## src/cfgx_params.svh

```systemverilog
// Constants for the configuration export and hot-plug link
`ifndef CFGX_PARAMS_SVH
`define CFGX_PARAMS_SVH

`define CFGX_IDX_W          7
`define CFGX_FUNC_MSB       6
`define CFGX_FUNC_LSB       4
`define CFGX_SUB_MSB        3
`define CFGX_SUB_LSB        0
`define CFGX_CTRL_W         32
`define CFGX_STS_W          123
`define CFGX_HP_W           5
`define CFGX_NUM_FUNC       8
`define CFGX_TBL_DEPTH      128

`define CFGX_UPDATE_CYCLES  8
`define CFGX_TICK_CNT_W     3
`define CFGX_TICK_LAST      3'h7

`define CFGX_F0_STS_W       53
`define CFGX_FN_STS_W       10
`define CFGX_STS_DLL_BIT    48
`define CFGX_STS_CMD_BIT    47

`define CFGX_HP_BUTTON      0
`define CFGX_HP_PRESENCE    1
`define CFGX_HP_LATCH       2
`define CFGX_HP_PFAULT      3
`define CFGX_HP_PWR_STS     4

`define CFGX_CAP_BUTTON     0
`define CFGX_CAP_PWR        1
`define CFGX_CAP_LATCH      2

`define CFGX_FLAG_CMD       0
`define CFGX_FLAG_DLL       1

`define CFGX_IRQ_W          3
`define CFGX_IRQ_WATCH      0
`define CFGX_IRQ_STS        1
`define CFGX_IRQ_CMD        2

`define CFGX_A_W            8
`define CFGX_REG_MODE       8'h00
`define CFGX_REG_HP_DRIVE   8'h04
`define CFGX_REG_HP_CAP     8'h08
`define CFGX_REG_WATCH_IDX  8'h0c
`define CFGX_REG_LAST_IDX   8'h10
`define CFGX_REG_LAST_CTRL  8'h14
`define CFGX_REG_WATCH_DATA 8'h18
`define CFGX_REG_STS0       8'h20
`define CFGX_REG_STS1       8'h24
`define CFGX_REG_STS2       8'h28
`define CFGX_REG_STS3       8'h2c
`define CFGX_REG_IRQ_STS    8'h30
`define CFGX_REG_IRQ_MASK   8'h34

`endif

```

## src/cfgx_pkg.sv

```systemverilog
// Types shared by both ends of the configuration export link
`include "cfgx_params.svh"
package cfgx_pkg;
    typedef logic [`CFGX_IDX_W-1:0]  cfgx_index_t;
    typedef logic [`CFGX_CTRL_W-1:0] cfgx_word_t;
    typedef logic [`CFGX_STS_W-1:0]  cfgx_status_t;
    typedef logic [`CFGX_HP_W-1:0]   cfgx_hp_t;
    typedef logic [`CFGX_IRQ_W-1:0]  cfgx_irq_t;
endpackage : cfgx_pkg

```

## src/cfgx_link_if.sv

```systemverilog
// Interface joining the core end and the application end
`timescale 1ns/10ps
`default_nettype none
interface cfgx_link_if;
    import cfgx_pkg::*;
    cfgx_index_t  cfg_export_index;
    cfgx_word_t   cfg_export_ctrl_bus;
    logic         cfg_ctrl_update_toggle;
    cfgx_status_t cfg_export_status_bus;
    logic         cfg_status_update_toggle;
    cfgx_hp_t     hotplug_event_inputs;

    modport dev (
        output cfg_export_index,
        output cfg_export_ctrl_bus,
        output cfg_ctrl_update_toggle,
        output cfg_export_status_bus,
        output cfg_status_update_toggle,
        input  hotplug_event_inputs
    );

    modport app (
        input  cfg_export_index,
        input  cfg_export_ctrl_bus,
        input  cfg_ctrl_update_toggle,
        input  cfg_export_status_bus,
        input  cfg_status_update_toggle,
        output hotplug_event_inputs
    );
endinterface : cfgx_link_if
`default_nettype wire

```

## src/cfgx_app_end.sv

```systemverilog
// Application end: samples exported data, drives hot-plug events
//
// The AHB-Lite slave port and the address map were left to the implementer.
`timescale 1ns/10ps
`default_nettype none
`include "cfgx_params.svh"
module cfgx_app_end
    import cfgx_pkg::*;
(
    // Clock and reset
    input  wire logic        hclk,
    input  wire logic        hresetn,
    // AHB-Lite slave
    input  wire logic        hsel,
    input  wire logic [31:0] haddr,
    input  wire logic [1:0]  htrans,
    input  wire logic        hwrite,
    input  wire logic [2:0]  hsize,
    input  wire logic [31:0] hwdata,
    input  wire logic        hready,
    output var  logic        hreadyout,
    output var  logic        hresp,
    output var  logic [31:0] hrdata,
    // Interrupt
    output var  logic        irq,
    // Link to core
    cfgx_link_if.app         lk
);
    logic                 mode_ep_r;
    cfgx_hp_t             hp_drive_r;
    logic [2:0]           hp_cap_r;
    cfgx_index_t          watch_idx_r;
    cfgx_hp_t             hp_out_r;
    logic [2:0]           ctgl_r;
    logic [2:0]           stgl_r;
    logic                 ctrl_edge;
    logic                 sts_edge;
    cfgx_index_t          last_idx_r;
    cfgx_word_t           last_ctrl_r;
    cfgx_word_t           watch_data_r;
    logic [127:0]         sts_cap_r;
    cfgx_irq_t            ist_r;
    cfgx_irq_t            imask_r;
    cfgx_irq_t            ev;
    logic                 irq_r;
    logic                 wr_pend_r;
    logic [`CFGX_A_W-1:0] waddr_r;
    logic [31:0]          rd_nxt;
    logic [31:0]          hrdata_r;
    logic                 aphase;
    logic                 wr_hit_ist;

    assign aphase = hsel & htrans[1] & hready;

    always_ff @(posedge hclk or negedge hresetn) begin
        if (!hresetn) begin
            wr_pend_r <= 1'b0;
            waddr_r   <= '0;
        end else if (hready) begin
            wr_pend_r <= aphase & hwrite;
            waddr_r   <= haddr[`CFGX_A_W-1:0];
        end
    end

    always_ff @(posedge hclk or negedge hresetn) begin
        if (!hresetn) begin
            mode_ep_r   <= 1'b1;
            hp_drive_r  <= '0;
            hp_cap_r    <= '0;
            watch_idx_r <= '0;
            imask_r     <= '0;
        end else if (wr_pend_r) begin
            unique case (waddr_r)
                `CFGX_REG_MODE:      mode_ep_r   <= hwdata[0];
                `CFGX_REG_HP_DRIVE:  hp_drive_r  <= hwdata[`CFGX_HP_W-1:0];
                `CFGX_REG_HP_CAP:    hp_cap_r    <= hwdata[2:0];
                `CFGX_REG_WATCH_IDX: watch_idx_r <= hwdata[`CFGX_IDX_W-1:0];
                `CFGX_REG_IRQ_MASK:  imask_r     <= hwdata[`CFGX_IRQ_W-1:0];
                default: ;
            endcase
        end
    end

    // Absent slot hardware forces its event low
    always_ff @(posedge hclk or negedge hresetn) begin
        if (!hresetn) begin
            hp_out_r <= '0;
        end else if (mode_ep_r) begin
            hp_out_r <= '0;
        end else begin
            hp_out_r[`CFGX_HP_BUTTON] <= hp_drive_r[`CFGX_HP_BUTTON]
                & hp_cap_r[`CFGX_CAP_BUTTON];
            hp_out_r[`CFGX_HP_PRESENCE] <=
                hp_drive_r[`CFGX_HP_PRESENCE];
            hp_out_r[`CFGX_HP_LATCH] <= hp_drive_r[`CFGX_HP_LATCH]
                & hp_cap_r[`CFGX_CAP_LATCH];
            hp_out_r[`CFGX_HP_PFAULT] <= hp_drive_r[`CFGX_HP_PFAULT]
                & hp_cap_r[`CFGX_CAP_PWR];
            hp_out_r[`CFGX_HP_PWR_STS] <= hp_drive_r[`CFGX_HP_PWR_STS]
                & hp_cap_r[`CFGX_CAP_PWR];
        end
    end

    // Two stages, then an edge stage; the control bus holds long enough to wait
    always_ff @(posedge hclk or negedge hresetn) begin
        if (!hresetn) begin
            ctgl_r <= '0;
            stgl_r <= '0;
        end else begin
            ctgl_r <= {ctgl_r[1:0], lk.cfg_ctrl_update_toggle};
            stgl_r <= {stgl_r[1:0], lk.cfg_status_update_toggle};
        end
    end

    assign ctrl_edge = ctgl_r[2] ^ ctgl_r[1];
    assign sts_edge  = stgl_r[2] ^ stgl_r[1];

    always_ff @(posedge hclk or negedge hresetn) begin
        if (!hresetn) begin
            last_idx_r   <= '0;
            last_ctrl_r  <= '0;
            watch_data_r <= '0;
        end else if (ctrl_edge) begin
            last_idx_r  <= lk.cfg_export_index;
            last_ctrl_r <= lk.cfg_export_ctrl_bus;
            if (lk.cfg_export_index == watch_idx_r) begin
                watch_data_r <= lk.cfg_export_ctrl_bus;
            end
        end
    end

    always_ff @(posedge hclk or negedge hresetn) begin
        if (!hresetn) begin
            sts_cap_r <= '0;
        end else if (sts_edge) begin
            sts_cap_r <= {5'h00, lk.cfg_export_status_bus};
        end
    end

    assign ev[`CFGX_IRQ_WATCH] = ctrl_edge
        & (lk.cfg_export_index == watch_idx_r);
    assign ev[`CFGX_IRQ_STS] = sts_edge
        & (lk.cfg_export_status_bus != sts_cap_r[`CFGX_STS_W-1:0]);
    assign ev[`CFGX_IRQ_CMD] = sts_edge
        & lk.cfg_export_status_bus[`CFGX_STS_CMD_BIT]
        & ~sts_cap_r[`CFGX_STS_CMD_BIT];

    assign wr_hit_ist = wr_pend_r & (waddr_r == `CFGX_REG_IRQ_STS);

    // Write-one-to-clear; a new event in the same cycle stays set
    always_ff @(posedge hclk or negedge hresetn) begin
        if (!hresetn) begin
            ist_r <= '0;
        end else begin
            ist_r <= ev | (ist_r
                & ~(wr_hit_ist ? hwdata[`CFGX_IRQ_W-1:0] : '0));
        end
    end

    always_ff @(posedge hclk or negedge hresetn) begin
        if (!hresetn) begin
            irq_r <= 1'b0;
        end else begin
            irq_r <= |(ist_r & imask_r);
        end
    end

    always_comb begin
        rd_nxt = 32'h0000_0000;
        unique case (haddr[`CFGX_A_W-1:0])
            `CFGX_REG_MODE:       rd_nxt[0] = mode_ep_r;
            `CFGX_REG_HP_DRIVE:   rd_nxt[`CFGX_HP_W-1:0] = hp_drive_r;
            `CFGX_REG_HP_CAP:     rd_nxt[2:0] = hp_cap_r;
            `CFGX_REG_WATCH_IDX:  rd_nxt[`CFGX_IDX_W-1:0] = watch_idx_r;
            `CFGX_REG_LAST_IDX:   rd_nxt[`CFGX_IDX_W-1:0] = last_idx_r;
            `CFGX_REG_LAST_CTRL:  rd_nxt = last_ctrl_r;
            `CFGX_REG_WATCH_DATA: rd_nxt = watch_data_r;
            `CFGX_REG_STS0:       rd_nxt = sts_cap_r[31:0];
            `CFGX_REG_STS1:       rd_nxt = sts_cap_r[63:32];
            `CFGX_REG_STS2:       rd_nxt = sts_cap_r[95:64];
            `CFGX_REG_STS3:       rd_nxt = sts_cap_r[127:96];
            `CFGX_REG_IRQ_STS:    rd_nxt[`CFGX_IRQ_W-1:0] = ist_r;
            `CFGX_REG_IRQ_MASK:   rd_nxt[`CFGX_IRQ_W-1:0] = imask_r;
            default: ;
        endcase
    end

    // Zero wait states: read data is fixed at the address phase
    always_ff @(posedge hclk or negedge hresetn) begin
        if (!hresetn) begin
            hrdata_r <= '0;
        end else if (aphase & ~hwrite) begin
            hrdata_r <= rd_nxt;
        end
    end

    assign hreadyout = 1'b1;
    assign hresp     = 1'b0;
    assign hrdata    = hrdata_r;
    assign irq       = irq_r;
    assign lk.hotplug_event_inputs = hp_out_r;
endmodule : cfgx_app_end
`default_nettype wire

```

## src/flat_wrapper.sv

```systemverilog
// flat-port wrapper written by rule: the top's interface ports become plain ports
module cfgx_app_end_flat import cfgx_pkg::*;
  (hclk, hresetn, hsel, haddr, htrans, hwrite, hsize, hwdata, hready, hreadyout, hresp, hrdata, irq, lk_cfg_export_index, lk_cfg_export_ctrl_bus, lk_cfg_ctrl_update_toggle, lk_cfg_export_status_bus, lk_cfg_status_update_toggle, lk_hotplug_event_inputs);
  cfgx_link_if lk_i ();
  input  wire logic hclk;
  input  wire logic hresetn;
  input  wire logic hsel;
  input  wire logic [31:0] haddr;
  input  wire logic [1:0] htrans;
  input  wire logic hwrite;
  input  wire logic [2:0] hsize;
  input  wire logic [31:0] hwdata;
  input  wire logic hready;
  output var  logic hreadyout;
  output var  logic hresp;
  output var  logic [31:0] hrdata;
  output var  logic irq;
  input wire logic [$bits(lk_i.cfg_export_index)-1:0] lk_cfg_export_index;
  input wire logic [$bits(lk_i.cfg_export_ctrl_bus)-1:0] lk_cfg_export_ctrl_bus;
  input wire logic [$bits(lk_i.cfg_ctrl_update_toggle)-1:0] lk_cfg_ctrl_update_toggle;
  input wire logic [$bits(lk_i.cfg_export_status_bus)-1:0] lk_cfg_export_status_bus;
  input wire logic [$bits(lk_i.cfg_status_update_toggle)-1:0] lk_cfg_status_update_toggle;
  output wire logic [$bits(lk_i.hotplug_event_inputs)-1:0] lk_hotplug_event_inputs;
  assign lk_i.cfg_export_index = lk_cfg_export_index;
  assign lk_i.cfg_export_ctrl_bus = lk_cfg_export_ctrl_bus;
  assign lk_i.cfg_ctrl_update_toggle = lk_cfg_ctrl_update_toggle;
  assign lk_i.cfg_export_status_bus = lk_cfg_export_status_bus;
  assign lk_i.cfg_status_update_toggle = lk_cfg_status_update_toggle;
  assign lk_hotplug_event_inputs = lk_i.hotplug_event_inputs;
  cfgx_app_end u_core (.hclk(hclk), .hresetn(hresetn), .hsel(hsel), .haddr(haddr), .htrans(htrans), .hwrite(hwrite), .hsize(hsize), .hwdata(hwdata), .hready(hready), .hreadyout(hreadyout), .hresp(hresp), .hrdata(hrdata), .irq(irq), .lk(lk_i));
endmodule
```

## config.mk

```make
export PLATFORM = sky130hd
export DESIGN_NAME = cfgx_app_end_flat
export DESIGN_NICKNAME = d
export VERILOG_FILES = /design/src/cfgx_pkg.sv /design/src/cfgx_link_if.sv /design/src/cfgx_app_end.sv /design/src/flat_wrapper.sv
export VERILOG_INCLUDE_DIRS = /design/src
export SDC_FILE = /design/constraint.sdc
export NUM_CORES = 1
export LEC_CHECK = 0
export BUFFER_PORTS_ARGS = -buffer_cell sky130_fd_sc_hd__buf_2
export CORE_MARGIN = 2
export CORE_UTILIZATION = 50
export DETAILED_ROUTE_END_ITERATION = 7
export MAX_ROUTING_LAYER = met4
export PLACE_DENSITY = 0.83
export SETUP_SLACK_MARGIN = 0.1
export SLEW_MARGIN = 20
export SYNTH_ARGS = -nofsm -noshare
export SYNTH_HDL_FRONTEND = slang
export SYNTH_SLANG_ARGS = --single-unit
```

## constraint.sdc

```tcl
create_clock -name hclk -period 1.8 [get_ports hclk]
set_input_delay 0.27 -clock hclk [delete_from_list [all_inputs] [get_ports hclk]]
set_output_delay 0.27 -clock hclk [all_outputs]
set_load 0.02 [all_outputs]
```

[Word-level counts from Yosys, hierarchy flattened]
Index checks and enable logic that the tools add are counted.
Storage, ports and cells
  register bits after elaboration: 269
Operators by class
  reductions and logical operators: 9
  eq/ne operators: 19
  bitwise logic cells: 21
  multiplexer cells: 7
Operator list (count)
  $pmux W25 S6: 1
  $ne A123 B123 Y1: 1
  $eq A8 B6 Y1 const B: 8
  $eq A8 B4 Y1 const B: 4
  $eq A8 B5 Y1 const B: 3
  $pmux W2 S12: 1
  $pmux W2 S9: 1
  $eq A8 B3 Y1 const B: 2
  $logic_not A8 Y1: 2
  $pmux W2 S8: 1
  $and A1 B1 Y1: 13
  $pmux W1 S13: 1
  $reduce_and A2 Y1: 6
  $eq A7 B7 Y1: 1
  $and A3 B3 Y3: 2
  $mux W5: 1
  $mux W3: 1
  $not A3 Y3: 1
  $or A3 B3 Y3: 1
  $reduce_or A3 Y1: 1
  $not A1 Y1: 2
  $xor A1 B1 Y1: 2

[Longest topological paths before layout]
Gate-level depths: netlist of run 1.
  word-level depth: 6
  depth in mapped cells: 8

[Worst setup path after synthesis of run 1]
Ideal clock, no wire load.
  path type: register to register
  start point: register u_core.ctgl_r[1]
  end point: register u_core.last_ctrl_r[10]
  setup slack: -12 ps
  arrival time: 1687 ps
  required time: 1675 ps
  path buffers: 2
  period minus slack after synthesis: 1812 ps
  stages on the path, launching flop included: 5
  cells stage by stage: dfrtp_1 xor2_1 clkbuf_1 clkbuf_1 mux2_2
On the way
  longest elaborated chain between the ends: 1
Ends and longest elaborated chain
  start, declared: RTL line cfgx_app_end.sv:34  | logic [2:0] ctgl_r;
  start signal, assigned: RTL line cfgx_app_end.sv:110  | ctgl_r <= {ctgl_r[1:0], lk.cfg_ctrl_update_toggle};
  $xor A1 B1 Y1: RTL line cfgx_app_end.sv:115  | assign ctrl_edge = ctgl_r[2] ^ ctgl_r[1];
  end signal, assigned: RTL line cfgx_app_end.sv:125  | last_ctrl_r <= lk.cfg_export_ctrl_bus;
  end, declared: RTL line cfgx_app_end.sv:39  | cfgx_word_t last_ctrl_r;
Every way passes these cells.
A chain may end at the register's enable or synchronous reset.

[Worst setup path after layout of run 1]
  start point: register u_core.sts_cap_r[1]
  end point: register u_core.ist_r[1]
On the way
  longest elaborated chain between the ends: 3
Ends and longest elaborated chain
  start, declared: RTL line cfgx_app_end.sv:41  | logic [127:0] sts_cap_r;
  start signal, assigned: RTL line cfgx_app_end.sv:136  | sts_cap_r <= {5'h00, lk.cfg_export_status_bus};
  $ne A123 B123 Y1: RTL line cfgx_app_end.sv:143  | & (lk.cfg_export_status_bus != sts_cap_r[`CFGX_STS_W-1:0]);
  $and A1 B1 Y1: RTL line cfgx_app_end.sv:142  | assign ev[`CFGX_IRQ_STS] = sts_edge
  $or A3 B3 Y3: RTL line cfgx_app_end.sv:155  | ist_r <= ev | (ist_r
  end signal, assigned: RTL line cfgx_app_end.sv:155
  end, declared: RTL line cfgx_app_end.sv:42  | cfgx_irq_t ist_r;
Every way passes these cells.

==> results of run 1 <==
## cell usage in the layout, fill, tap and decap left out, types with 22 or more instances in the layout
master | synthesis | routed
dfrtp_1 | 268 | 266
dlygate4sd3_1 | 0 | 102
buf_2 | 19 | 221
xor2_1 | 82 | 79
mux2_4 | 0 | 32
clkbuf_16 | 0 | 30
mux2_2 | 223 | 191
nor2_1 | 27 | 24
nand2_1 | 40 | 40
buf_4 | 5 | 150
nand4_1 | 22 | 22
buf_12 | 0 | 22
a31oi_1 | 23 | 23
a22oi_1 | 39 | 39
xnor2_1 | 50 | 49
## layout make-up
cell class | count | area [µm²]
fillers | 1613 | 7130
flip-flops and latches | 269 | 6740
multi-input cells | 679 | 6090
repair buffers | 502 | 3810
clock buffers | 41 | 821
well taps | 330 | 413
clock inverters | 11 | 158
inverters | 4 | 15.0
diodes | 6 | 15.0
## cell usage after synthesis (all sizes together) (6+ instances only)
library cell,n
a21o,13
xor2,82
nor2,27
a22oi,39
a21oi,14
mux2i,11
xnor2,50
and3,6
nand2,40
mux2,223
nor4,28
dfrtp,268
nand3,11
a222oi,21
nand4,22
nor3,6
buf,28
clkbuf,23
o21ai,14
a22o,7
a31oi,23
## metal layers
layer  wire length, µm  vias up  share of wire  global-route usage
met5                 0        -              0                   -
met1             17600     5451           0.40               0.428
met4              1680        0          0.038               0.118
met3              3730      141          0.084              0.0523
li1                  -     4693              -                   -
met2             21100      599           0.48               0.551
## sequential cells by signal (all words and copies together), names as in the netlist
signal                          cells
u_core.ctgl_r                       3
u_core.hp_cap_r                     3
u_core.hp_drive_r                   5
u_core.hrdata                      32
u_core.imask_r                      3
u_core.irq                          1
u_core.ist_r                        3
u_core.last_ctrl_r                 32
u_core.last_idx_r                   7
u_core.lk.hotplug_event_inputs      5
u_core.mode_ep_r                    1
u_core.stgl_r                       3
u_core.sts_cap_r                  123
u_core.waddr_r                      8
u_core.watch_data_r                32
u_core.watch_idx_r                  7
u_core.wr_pend_r                    1
## cells by family after synthesis
logic type             Yosys count
buffers and inverters           55
flip-flops                     269
XOR/XNOR                       132
AO/OA/AOI/OAI                  149
AND/OR/NAND/NOR                162
other                            2
multiplexers                   234
## critical path, cell delays in order, from the launching register on
cell and delay, ps:
dfrtp_1 390, xor2_1 150, nor4_2 330, buf_4 170, nand4_1 120, nor4_2 290
nand4_1 110, a22o_1 210
## stage by stage
step                hold slack (ps)  power, µW  cells  worst slack, ps  utilization
finish                       -0.600      17200   1842            -93.5        0.717
global placement                153      10400   1669             -261        0.620
CTS                          0.0728      17000   1830            -73.7        0.710
floorplan                     -25.6       8970   1003              102            -
detailed placement              157      10600   1669             -226        0.620
global route                   4.42      17700   1840             -206        0.717
## path summary, 6_finish.rpt
kind	cells past startpoint	slack, ps	endpoint
worst max-delay path	7	-90	u_core.ist_r[1]$_DFF_PN0_
worst min-delay path	2	-0.6	u_core.sts_cap_r[121]$_DFFE_PN0N_
worst max register to register	7	-90	u_core.ist_r[1]$_DFF_PN0_
worst min register to register	0	360	u_core.stgl_r[1]$_DFF_PN0_
max in group asynchronous	3	870	u_core.watch_data_r[12]$_DFFE_PN0P_
min in group asynchronous	2	170	u_core.sts_cap_r[60]$_DFFE_PN0N_
## power groups by stage
stage	Clock, µW	Combinational, µW	Sequential [µW]
floorplan	0	1520	7450
global placement	0	2990	7450
detailed placement	0	3070	7510
CTS	6200	3360	7420
global route	6460	3690	7530
finish	6210	3480	7480
## timing repair
item | CTS | global route
hold endpoints to repair | 316 | 4
hold buffers | 98 | 4
setup endpoints to repair | 49 | 54
gates cloned | 3 | 1
resized for setup | 35 | 27
setup buffers | 8 | 3
pin swaps | 15 | 6
==> results.ini, run 1 <==
[worst_setup_path]
worstPathRequired_ps = 2230
crit_type = flop to flop
reg2reg_from = u_core.sts_cap_r[1]$_DFFE_PN0N_
path_max_fanout = 2
end_kind = flop
start_kind = flop
arrival_ps = 2330
crit_start = u_core.sts_cap_r[1]$_DFFE_PN0N_

[power]
comb_power_share = 0.203
clkPwrFrac = 0.362
leakage_uw = 0.00817
swShare = 0.276
seq_power_share = 0.435
p_per_area_mw_per_mm2 = 951
internal_power_uw = 12400
peakVddDrop_mv = 0.805
p_sw_uw = 4730

[synth]
synthFlopType = dfrtp_1
synth-seq-cells = 269
ys_top_cells_by_area = dfrtp_1, mux2_2, xor2_1, xnor2_1, a22oi_1
syn_inst = 1003
yosys_warnings = 0
synth_top_area_cell = dfrtp_1
syn_area_mm2 = 0.0128
synth.yosys.seq_area_share = 0.526
avgSynthCellArea_um2 = 12.8
synth_top_family_by_area = multiplexers
synthAdderAreaFrac = 0
synthArstFlopShare = 1.00
yosysUniqueCellTypes = 50
synth_xor_area_frac = 0.0904
synthMuxAreaShare = 0.205
synth.top_cell.area_share = 0.524
synth_nets = 1241
synth_edf_count = 0
synthSimpleGateAreaFrac = 0.0709
synth-compound-area-share = 0.0855

[sta]
min_period_ps = 1890
hold_viol_final = 2
tightest_slew_ps = 580
clock_skew_ps = 19.3
rsz0062_at_grt = true
slew_headroom = 0.613
setup_tns_ps = -626
finalCritPeriodShare = 1.05
holdWs_ps = -0.600
setup-violations-final = 24
finalMaxSlewViolations = 0
finalWorstSetupSlack_ps = -93.5
fmax_mhz = 528

[drt]
vias = 10900
ant_nets = 0
dr.pass1.iters = 5
wire_per_inst_um = 24.0
viasPerCell = 5.91
dr.first_iter.drc_count = 1338
drc_errors = 0
wirelength_um = 44200

[floorplanning]
top_level_ports = 278
die_area_mm2 = 0.0269
num_rows = 58
start_util = 0.508
chipHeight_um = 164
core_mm2 = 0.0252
die_w_um = 164

[final_layout]
final_nets = 1723
area_growth_pct = 41.1
finalInstanceArea_mm2 = 0.0180
drive_gt1_frac = 0.466

[placement]
dpl.hpwl_um = 30200
gp_congestion = 0.914
dpl_cell_area_mm2 = 0.0156
io_buffers = 222

[clocking]
clock_path_buffers = 3
clock_latency_ps = 550
h-tree-depth = 1
cts_root_buf = clkbuf_16
cts_buffers = 29
cts_tree = yes
cts.clk_slew.worst_paths_ps = 60
cts.sinks = 269

[run_status]
violations = negative hold slack, negative setup slack
run_status = finished, violations left

[global_route]
grt_util_all_layers = 0.336
grt_overflow = 0
grt_pass1_vias = 11500
grt_pass1_wl_um = 65800
grt_antenna_before_repair = 4
grt_max_degree = 84

[worst_hold_path]
min_path_type = input port to flop
hold_path.startpoint = lk_cfg_export_status_bus[121]

[job]
cap_violations = 0

Power figures use the tool's default switching activity.
==> run 2, diff against run 1 <==
--- a/config.mk
+++ b/config.mk
@@ -10,8 +10,9 @@
 export CORE_MARGIN = 2
 export CORE_UTILIZATION = 50
 export DETAILED_ROUTE_END_ITERATION = 7
+export GPL_TIMING_DRIVEN = 0
 export MAX_ROUTING_LAYER = met4
-export PLACE_DENSITY = 0.83
+export PLACE_DENSITY_LB_ADDON = 0.15
 export SETUP_SLACK_MARGIN = 0.1
 export SLEW_MARGIN = 20
 export SYNTH_ARGS = -nofsm -noshare
==> results.ini, run 2 (synthesis results as in run 1) <==
[drt]
wire_per_inst_um = 25.2  ; was 24.0 µm
ant_nets = 0  ; unchanged
wl_met1_um = 18700  ; was 17600 µm
drc_errors = 2  ; was 0
dr.first_iter.drc_count = 1317  ; was 1338
vias = 10700  ; was 10900
wirelength_um = 45000  ; was 44200 µm
viasPerCell = 6.02  ; was 5.91
highest_layer = met4  ; unchanged
wl_met3_um = 3710  ; was 3730 µm
dr.pass1.iters = 8  ; was 5
wl_met2_um = 21000  ; was 21100 µm

[final_layout]
layout.cells.non_filler = 1782  ; was 1842
fillers = 1838  ; was 1613
area_growth_pct = 37.7  ; was 41.1%
regMostFlops = u_core.sts_cap_r  ; unchanged
finalInstanceArea_mm2 = 0.0176  ; was 0.0180 mm²
final_nets = 1667  ; was 1723
final_common_cell = dfrtp_1  ; unchanged
multi_input_area_mm2 = 0.00614  ; was 0.00609 mm²
seq_area_mm2 = 0.00673  ; was 0.00674 mm²
drive_gt1_frac = 0.413  ; was 0.466
largest_reg_flops = 123  ; unchanged
num_antenna_cells = 0  ; was 6
final_cell_mix = dfrtp_1, buf_2, mux2_2  ; unchanged

[power]
peakVddDrop_mv = 0.734  ; was 0.805 mV
leakage_uw = 0.00781  ; was 0.00817 µW
p_per_area_mw_per_mm2 = 944  ; was 951 mW/mm²
clkPwrFrac = 0.356  ; was 0.362
internal_power_uw = 11900  ; was 12400 µW
swShare = 0.281  ; was 0.276
comb_power_share = 0.192  ; was 0.203
seq_power_share = 0.452  ; was 0.435
p_sw_uw = 4670  ; was 4730 µW

[worst_setup_path]
crit_family = simple AND/OR/NAND/NOR gates  ; unchanged
end_kind = flop  ; unchanged
crit_buf_inv = 0  ; was 1
ff2ff_path_depth = 6  ; was 7
arrival_ps = 2560  ; was 2330 ps
path_max_fanout = 2  ; unchanged
timing.rr.end = u_core.ist_r[1]$_DFF_PN0_  ; unchanged
critPathMaxStageDelay_ps = 440  ; was 390 ps
crit_path_top_delay_cell = nor4_2  ; was dfrtp_1
start_kind = flop  ; unchanged
crit_start = u_core.sts_cap_r[108]$_DFFE_PN0N_  ; was u_core.sts_cap_r[1]$_DFFE_PN0N_
cp.depth = 6  ; was 7
rrSetupSlack_ps = -300  ; was -90 ps
reg2reg_from = u_core.sts_cap_r[108]$_DFFE_PN0N_  ; was u_core.sts_cap_r[1]$_DFFE_PN0N_
worstPathRequired_ps = 2250  ; was 2230 ps
crit_type = flop to flop  ; unchanged
crit_chain = xor2_1 > nor4_2 > nand4_1 > nor4_2 > nand4_1 > a22o_1  ; was xor2_1 > nor4_2 > buf_4 > nand4_1 > nor4_2 > nand4_1 > a22o_1
cp-endpoint = u_core.ist_r[1]$_DFF_PN0_  ; unchanged

[sta]
slew_headroom = 0.334  ; was 0.613
finalMaxSlewViolations = 0  ; unchanged
finalCritPeriodShare = 1.17  ; was 1.05
min_period_ps = 2100  ; was 1890 ps
hold_viol_final = 0  ; was 2
clock_skew_ps = 16.6  ; was 19.3 ps
rsz0062_at_grt = true  ; unchanged
fmax_mhz = 475  ; was 528 MHz
setup-violations-final = 52  ; was 24
tightest_slew_ps = 999  ; was 580 ps
finalWorstSetupSlack_ps = -303  ; was -93.5 ps

[floorplanning]
die_w_um = 164  ; unchanged
start_util = 0.508  ; unchanged
chipHeight_um = 164  ; unchanged
top_level_ports = 278  ; unchanged
num_rows = 58  ; unchanged
core_mm2 = 0.0252  ; unchanged
die_area_mm2 = 0.0269  ; unchanged

[clocking]
cts.sinks = 269  ; unchanged
clock_latency_ps = 560  ; was 550 ps
h-tree-depth = 1  ; unchanged
cts_root_buf = clkbuf_16  ; unchanged
cts_tree = yes  ; unchanged
cts.clk_slew.worst_paths_ps = 60  ; about the same
cts_buffers = 30  ; was 29
clock_path_buffers = 3  ; unchanged

[placement]
dpl_cell_area_mm2 = 0.0144  ; was 0.0156 mm²
dp.cells = 1555  ; was 1669
io_buffers = 219  ; was 222
dpl.hpwl_um = 30700  ; was 30200 µm
gp_congestion = 0.898  ; was 0.914

[global_route]
grt_antenna_before_repair = 0  ; was 4
grt_pass1_wl_um = 64500  ; was 65800 µm
grt_overflow = 0  ; unchanged
grt_util_all_layers = 0.336  ; about the same
grt_pass1_vias = 10500  ; was 11500
grt_max_degree = 95  ; was 84

[run_status]
run_status = finished, violations left  ; unchanged
violations = design-rule violations, negative setup slack  ; was negative hold slack, negative setup slack

[worst_hold_path]
min_path_type = input port to flop  ; unchanged
hold_path.startpoint = lk_cfg_export_status_bus[88]  ; was lk_cfg_export_status_bus[121]

[job]
cap_violations = 0  ; unchanged

==> run 2: changes by cell type in the layout (fill, tap and decap cells not counted), sizes merged <==
cell / change
clkinvlp: -1
clkinv: -2
diode: -6
dlygate4sd3: +38
clkbuf: +37
bufinv: -4
buf: -122
==> run 2: worst min path at each step <==
stage	cells after the start	end
final	2	u_core.sts_cap_r[88]$_DFFE_PN0N_
after global routing	2	u_core.watch_data_r[2]$_DFFE_PN0P_
after CTS	2	u_core.sts_cap_r[92]$_DFFE_PN0N_
after detailed placement	1	u_core.lk.hotplug_event_inputs[4]$_DFF_PN0_
after global placement	0	u_core.stgl_r[1]$_DFF_PN0_
after floorplan	0	u_core.ctgl_r[0]$_DFF_PN0_
==> run 2: power groups by stage <==
stage | clock network [µW] | logic, µW | registers [µW]
after floorplan | 0 | 1520 | 7450
after global placement | 0 | 2540 | 7520
after detailed placement | 0 | 2610 | 7560
after CTS | 5940 | 3000 | 7450
after global routing | 6210 | 3380 | 7580
final | 5910 | 3200 | 7500
==> run 2: layout make-up <==
| class | count | area share |
|---|---|---|
| clock inverters | 4 | 0.00135 |
| well taps | 330 | 0.0234 |
| clock buffers | 51 | 0.0523 |
| inverters | 4 | 0.000853 |
| repair buffers | 394 | 0.168 |
| flip-flops and latches | 269 | 0.382 |
| multi-input cells | 679 | 0.349 |
| plain buffers | 51 | 0.0233 |
==> run 2: layer usage <==
metal | up-vias | track usage
met1 | 5494 | 0.464
met3 | 96 | 0.0434
met5 | - | -
li1 | 4578 | -
met4 | 0 | 0.101
met2 | 561 | 0.522
==> run 2: timing repair <==
item	4_1_cts	5_1_grt
hold endpoints to repair	376	1
hold buffers	139	1
pin swaps	16	11
gates resized for setup	61	65
setup buffers	17	11
cloned	0	4
endpoints found under the setup margin	243	130
==> run 2: per-stage QoR <==
stage / power, µW / utilization / setup slack (ps) / hold WS, ps / setup TNS, ps
floorplan: 8970 / - / 102 / -25.6 / 0
global placement: 10100 / 0.569 / -4610 / 332 / -1307460
detailed placement: 10200 / 0.573 / -929 / 125 / -80470
CTS: 16400 / 0.682 / -229 / 0.244 / -948
global route: 17200 / 0.699 / -291 / 2.07 / -5720
finish: 16600 / 0.699 / -303 / 6.48 / -4920
==> run 3, diff against run 2 <==
--- a/config.mk
+++ b/config.mk
@@ -8,7 +8,8 @@
 export LEC_CHECK = 0
 export BUFFER_PORTS_ARGS = -buffer_cell sky130_fd_sc_hd__buf_2
 export CORE_MARGIN = 2
-export CORE_UTILIZATION = 50
+export CORE_UTILIZATION = 60
+export CTS_BUF_LIST = sky130_fd_sc_hd__clkbuf_4 sky130_fd_sc_hd__clkbuf_8
 export DETAILED_ROUTE_END_ITERATION = 7
 export GPL_TIMING_DRIVEN = 0
 export MAX_ROUTING_LAYER = met4
==> constraint.sdc (replaced) <==
create_clock -name hclk -period 2.5 [get_ports hclk]
set_input_delay 0.375 -clock hclk [delete_from_list [all_inputs] [get_ports hclk]]
set_output_delay 0.375 -clock hclk [all_outputs]
set_load 0.02 [all_outputs]
==> results.ini, run 3 (synthesis results as in run 1) <==
[run_status]
run_status = completed  ; was finished, violations left

[clocking]
cts.sinks = 269  ; unchanged
cts_root_buf = clkbuf_8  ; was clkbuf_16
cts_buffers = 45  ; was 30
postCtsSetupRepairBufs = 0  ; was 17
h-tree-depth = 2  ; was 1
cts.clk_slew.worst_paths_ps = 60  ; about the same
cts_tree = yes  ; unchanged
clock_path_buffers = 3  ; unchanged
clock_latency_ps = 570  ; was 560 ps

[sta]
slew_headroom = 0.352  ; was 0.334
tightest_slew_ps = 973  ; was 999 ps
finalMaxSlewViolations = 0  ; unchanged
finalCritPeriodShare = 0.924  ; was 1.17
setup-violations-final = 0  ; was 52
clock_skew_ps = 12.0  ; was 16.6 ps
hold_viol_final = 0  ; unchanged
setup_tns_ps = 0  ; was -4920 ps
holdWs_ps = 53.4  ; was 6.48 ps
rsz0062_at_grt = false  ; was true
min_period_ps = 2310  ; was 2100 ps
fmax_mhz = 433  ; was 475 MHz

[final_layout]
fillers = 1524  ; was 1838
final_nets = 1513  ; was 1667
regMostFlops = u_core.sts_cap_r  ; unchanged
seq_area_mm2 = 0.00673  ; about the same
area_growth_pct = 20.0  ; was 37.7%
num_antenna_cells = 0  ; unchanged
final_cell_mix = dfrtp_1, buf_2, mux2_2  ; unchanged
final_common_cell = dfrtp_1  ; unchanged
multi_input_area_mm2 = 0.00582  ; was 0.00614 mm²
drive_gt1_frac = 0.435  ; was 0.413
largest_reg_flops = 123  ; unchanged

[worst_setup_path]
end_kind = flop  ; unchanged
arrival_ps = 2760  ; was 2560 ps
start_kind = flop  ; unchanged
crit_type = flop to flop  ; unchanged
worstPathRequired_ps = 2950  ; was 2250 ps
path_max_fanout = 3  ; was 2

[placement]
io_buffers = 219  ; unchanged
dpl.hpwl_um = 29300  ; was 30700 µm
gp_congestion = 0.932  ; was 0.898

[power]
leakage_uw = 0.00694  ; was 0.00781 µW
peakVddDrop_mv = 0.473  ; was 0.734 mV
p_per_area_mw_per_mm2 = 744  ; was 944 mW/mm²

[drt]
dr.pass1.iters = 6  ; was 8
viasPerCell = 6.23  ; was 6.02
wirelength_um = 39600  ; was 45000 µm
wire_per_inst_um = 25.0  ; was 25.2 µm
drc_errors = 0  ; was 2
dr.first_iter.drc_count = 934  ; was 1317
vias = 9876  ; was 10700
ant_nets = 0  ; unchanged

[worst_hold_path]
min_path_type = input port to flop  ; unchanged

[job]
cap_violations = 0  ; unchanged

[floorplanning]
core_mm2 = 0.0210  ; was 0.0252 mm²
die_area_mm2 = 0.0225  ; was 0.0269 mm²
start_util = 0.610  ; was 0.508
top_level_ports = 278  ; unchanged
die_w_um = 150  ; was 164 µm
chipHeight_um = 150  ; was 164 µm
num_rows = 53  ; was 58

[global_route]
grt_pass1_vias = 9800  ; was 10500
grt_util_all_layers = 0.367  ; was 0.336
grt_pass1_wl_um = 58200  ; was 64500 µm
grt_overflow = 0  ; unchanged
grt_max_degree = 91  ; was 95
grt_antenna_before_repair = 0  ; unchanged

==> run 3: cell types whose count changed in the layout (fill, tap and decap cells not counted), moves of 8 or more <==
| cell | before | now |
|---|---|---|
| mux2_2 | 191 | 223 |
| dlygate4sd3_1 | 140 | 3 |
| mux2_4 | 32 | 0 |
| nor4_1 | 18 | 26 |
| clkbuf_8 | 7 | 53 |
| buf_4 | 27 | 5 |
| buf_2 | 225 | 237 |
| clkbuf_4 | 5 | 21 |
| buf_6 | 14 | 3 |
| clkbuf_16 | 36 | 0 |
==> run 3: per-layer routing <==
metal,GRT usage,routed length [µm],vias up
met3,0.0610,3570,90
met4,0.155,1650,0
met2,0.539,17700,511
met5,-,0,-
met1,0.509,16600,4999
li1,-,-,4276
==> run 3: worst paths after layout <==
| check | start | endpoint | slack (ps) | depth (start not counted) |
|---|---|---|---|---|
| worst max-delay path | u_core.sts_cap_r[1]$_DFFE_PN0N_ | u_core.ist_r[1]$_DFF_PN0_ | 190 | 6 |
| worst min-delay path | lk_cfg_export_ctrl_bus[23] | u_core.last_ctrl_r[23]$_DFFE_PN0N_ | 50 | 2 |
| worst max register to register | u_core.sts_cap_r[1]$_DFFE_PN0N_ | u_core.ist_r[1]$_DFF_PN0_ | 190 | 6 |
| worst min register to register | u_core.ctgl_r[0]$_DFF_PN0_ | u_core.ctgl_r[1]$_DFF_PN0_ | 340 | 0 |
| max in group asynchronous | hresetn | u_core.last_ctrl_r[18]$_DFFE_PN0N_ | 1160 | 4 |
| min in group asynchronous | hresetn | u_core.lk.hotplug_event_inputs[3]$_DFF_PN0_ | 280 | 2 |
==> run 3: layout make-up <==
cell class | count | area share
buffer | 51 | 0.0170
clock buffer | 74 | 0.0578
clock inverter | 8 | 0.00497
inverter | 4 | 0.000978
multi-input combinational | 679 | 0.379
sequential | 269 | 0.439
tap | 275 | 0.0224
timing repair buffer | 225 | 0.0794
==> run 3: power by group <==
| group | leakage [µW] | internal (µW) | switching [µW] | total [µW] |
|---|---|---|---|---|
| logic | 0.00316 | 920 | 966 | 1890 |
| registers | 0.00327 | 4920 | 470 | 5390 |
| clock network | 0.000514 | 2350 | 1800 | 4150 |
| total | 0.00694 | 8190 | 3230 | 11400 |
==> run 3: critical path: stages, from the launching register on <==
cell and delay [ps]:
dfrtp_1 430, xor2_1 190, nor4_2 460, nand4_1 230
nor4_2 370, nand4_1 220, a22o_1 290
==> run 3: per-stage QoR <==
step           area (µm²)  std cells  setup slack, ps   util  total power [µW]
2_1_floorplan       12800       1003              596      -              6450
3_3_place_gp        14200       1497            -3920  0.679              7200
3_5_place_dp        14300       1500             -419  0.684              7290
4_1_cts             15300       1585              101  0.732             11400
5_1_grt             15400       1585              121  0.733             11800
6_report            15400       1585              190  0.733             11400
==> run 3: repair_timing <==
action | CTS | global route
resized for setup | 4 | 4
endpoints found under the setup margin | 47 | 56
endpoints found under the hold margin | 43 | 0
hold buffers | 3 | 0
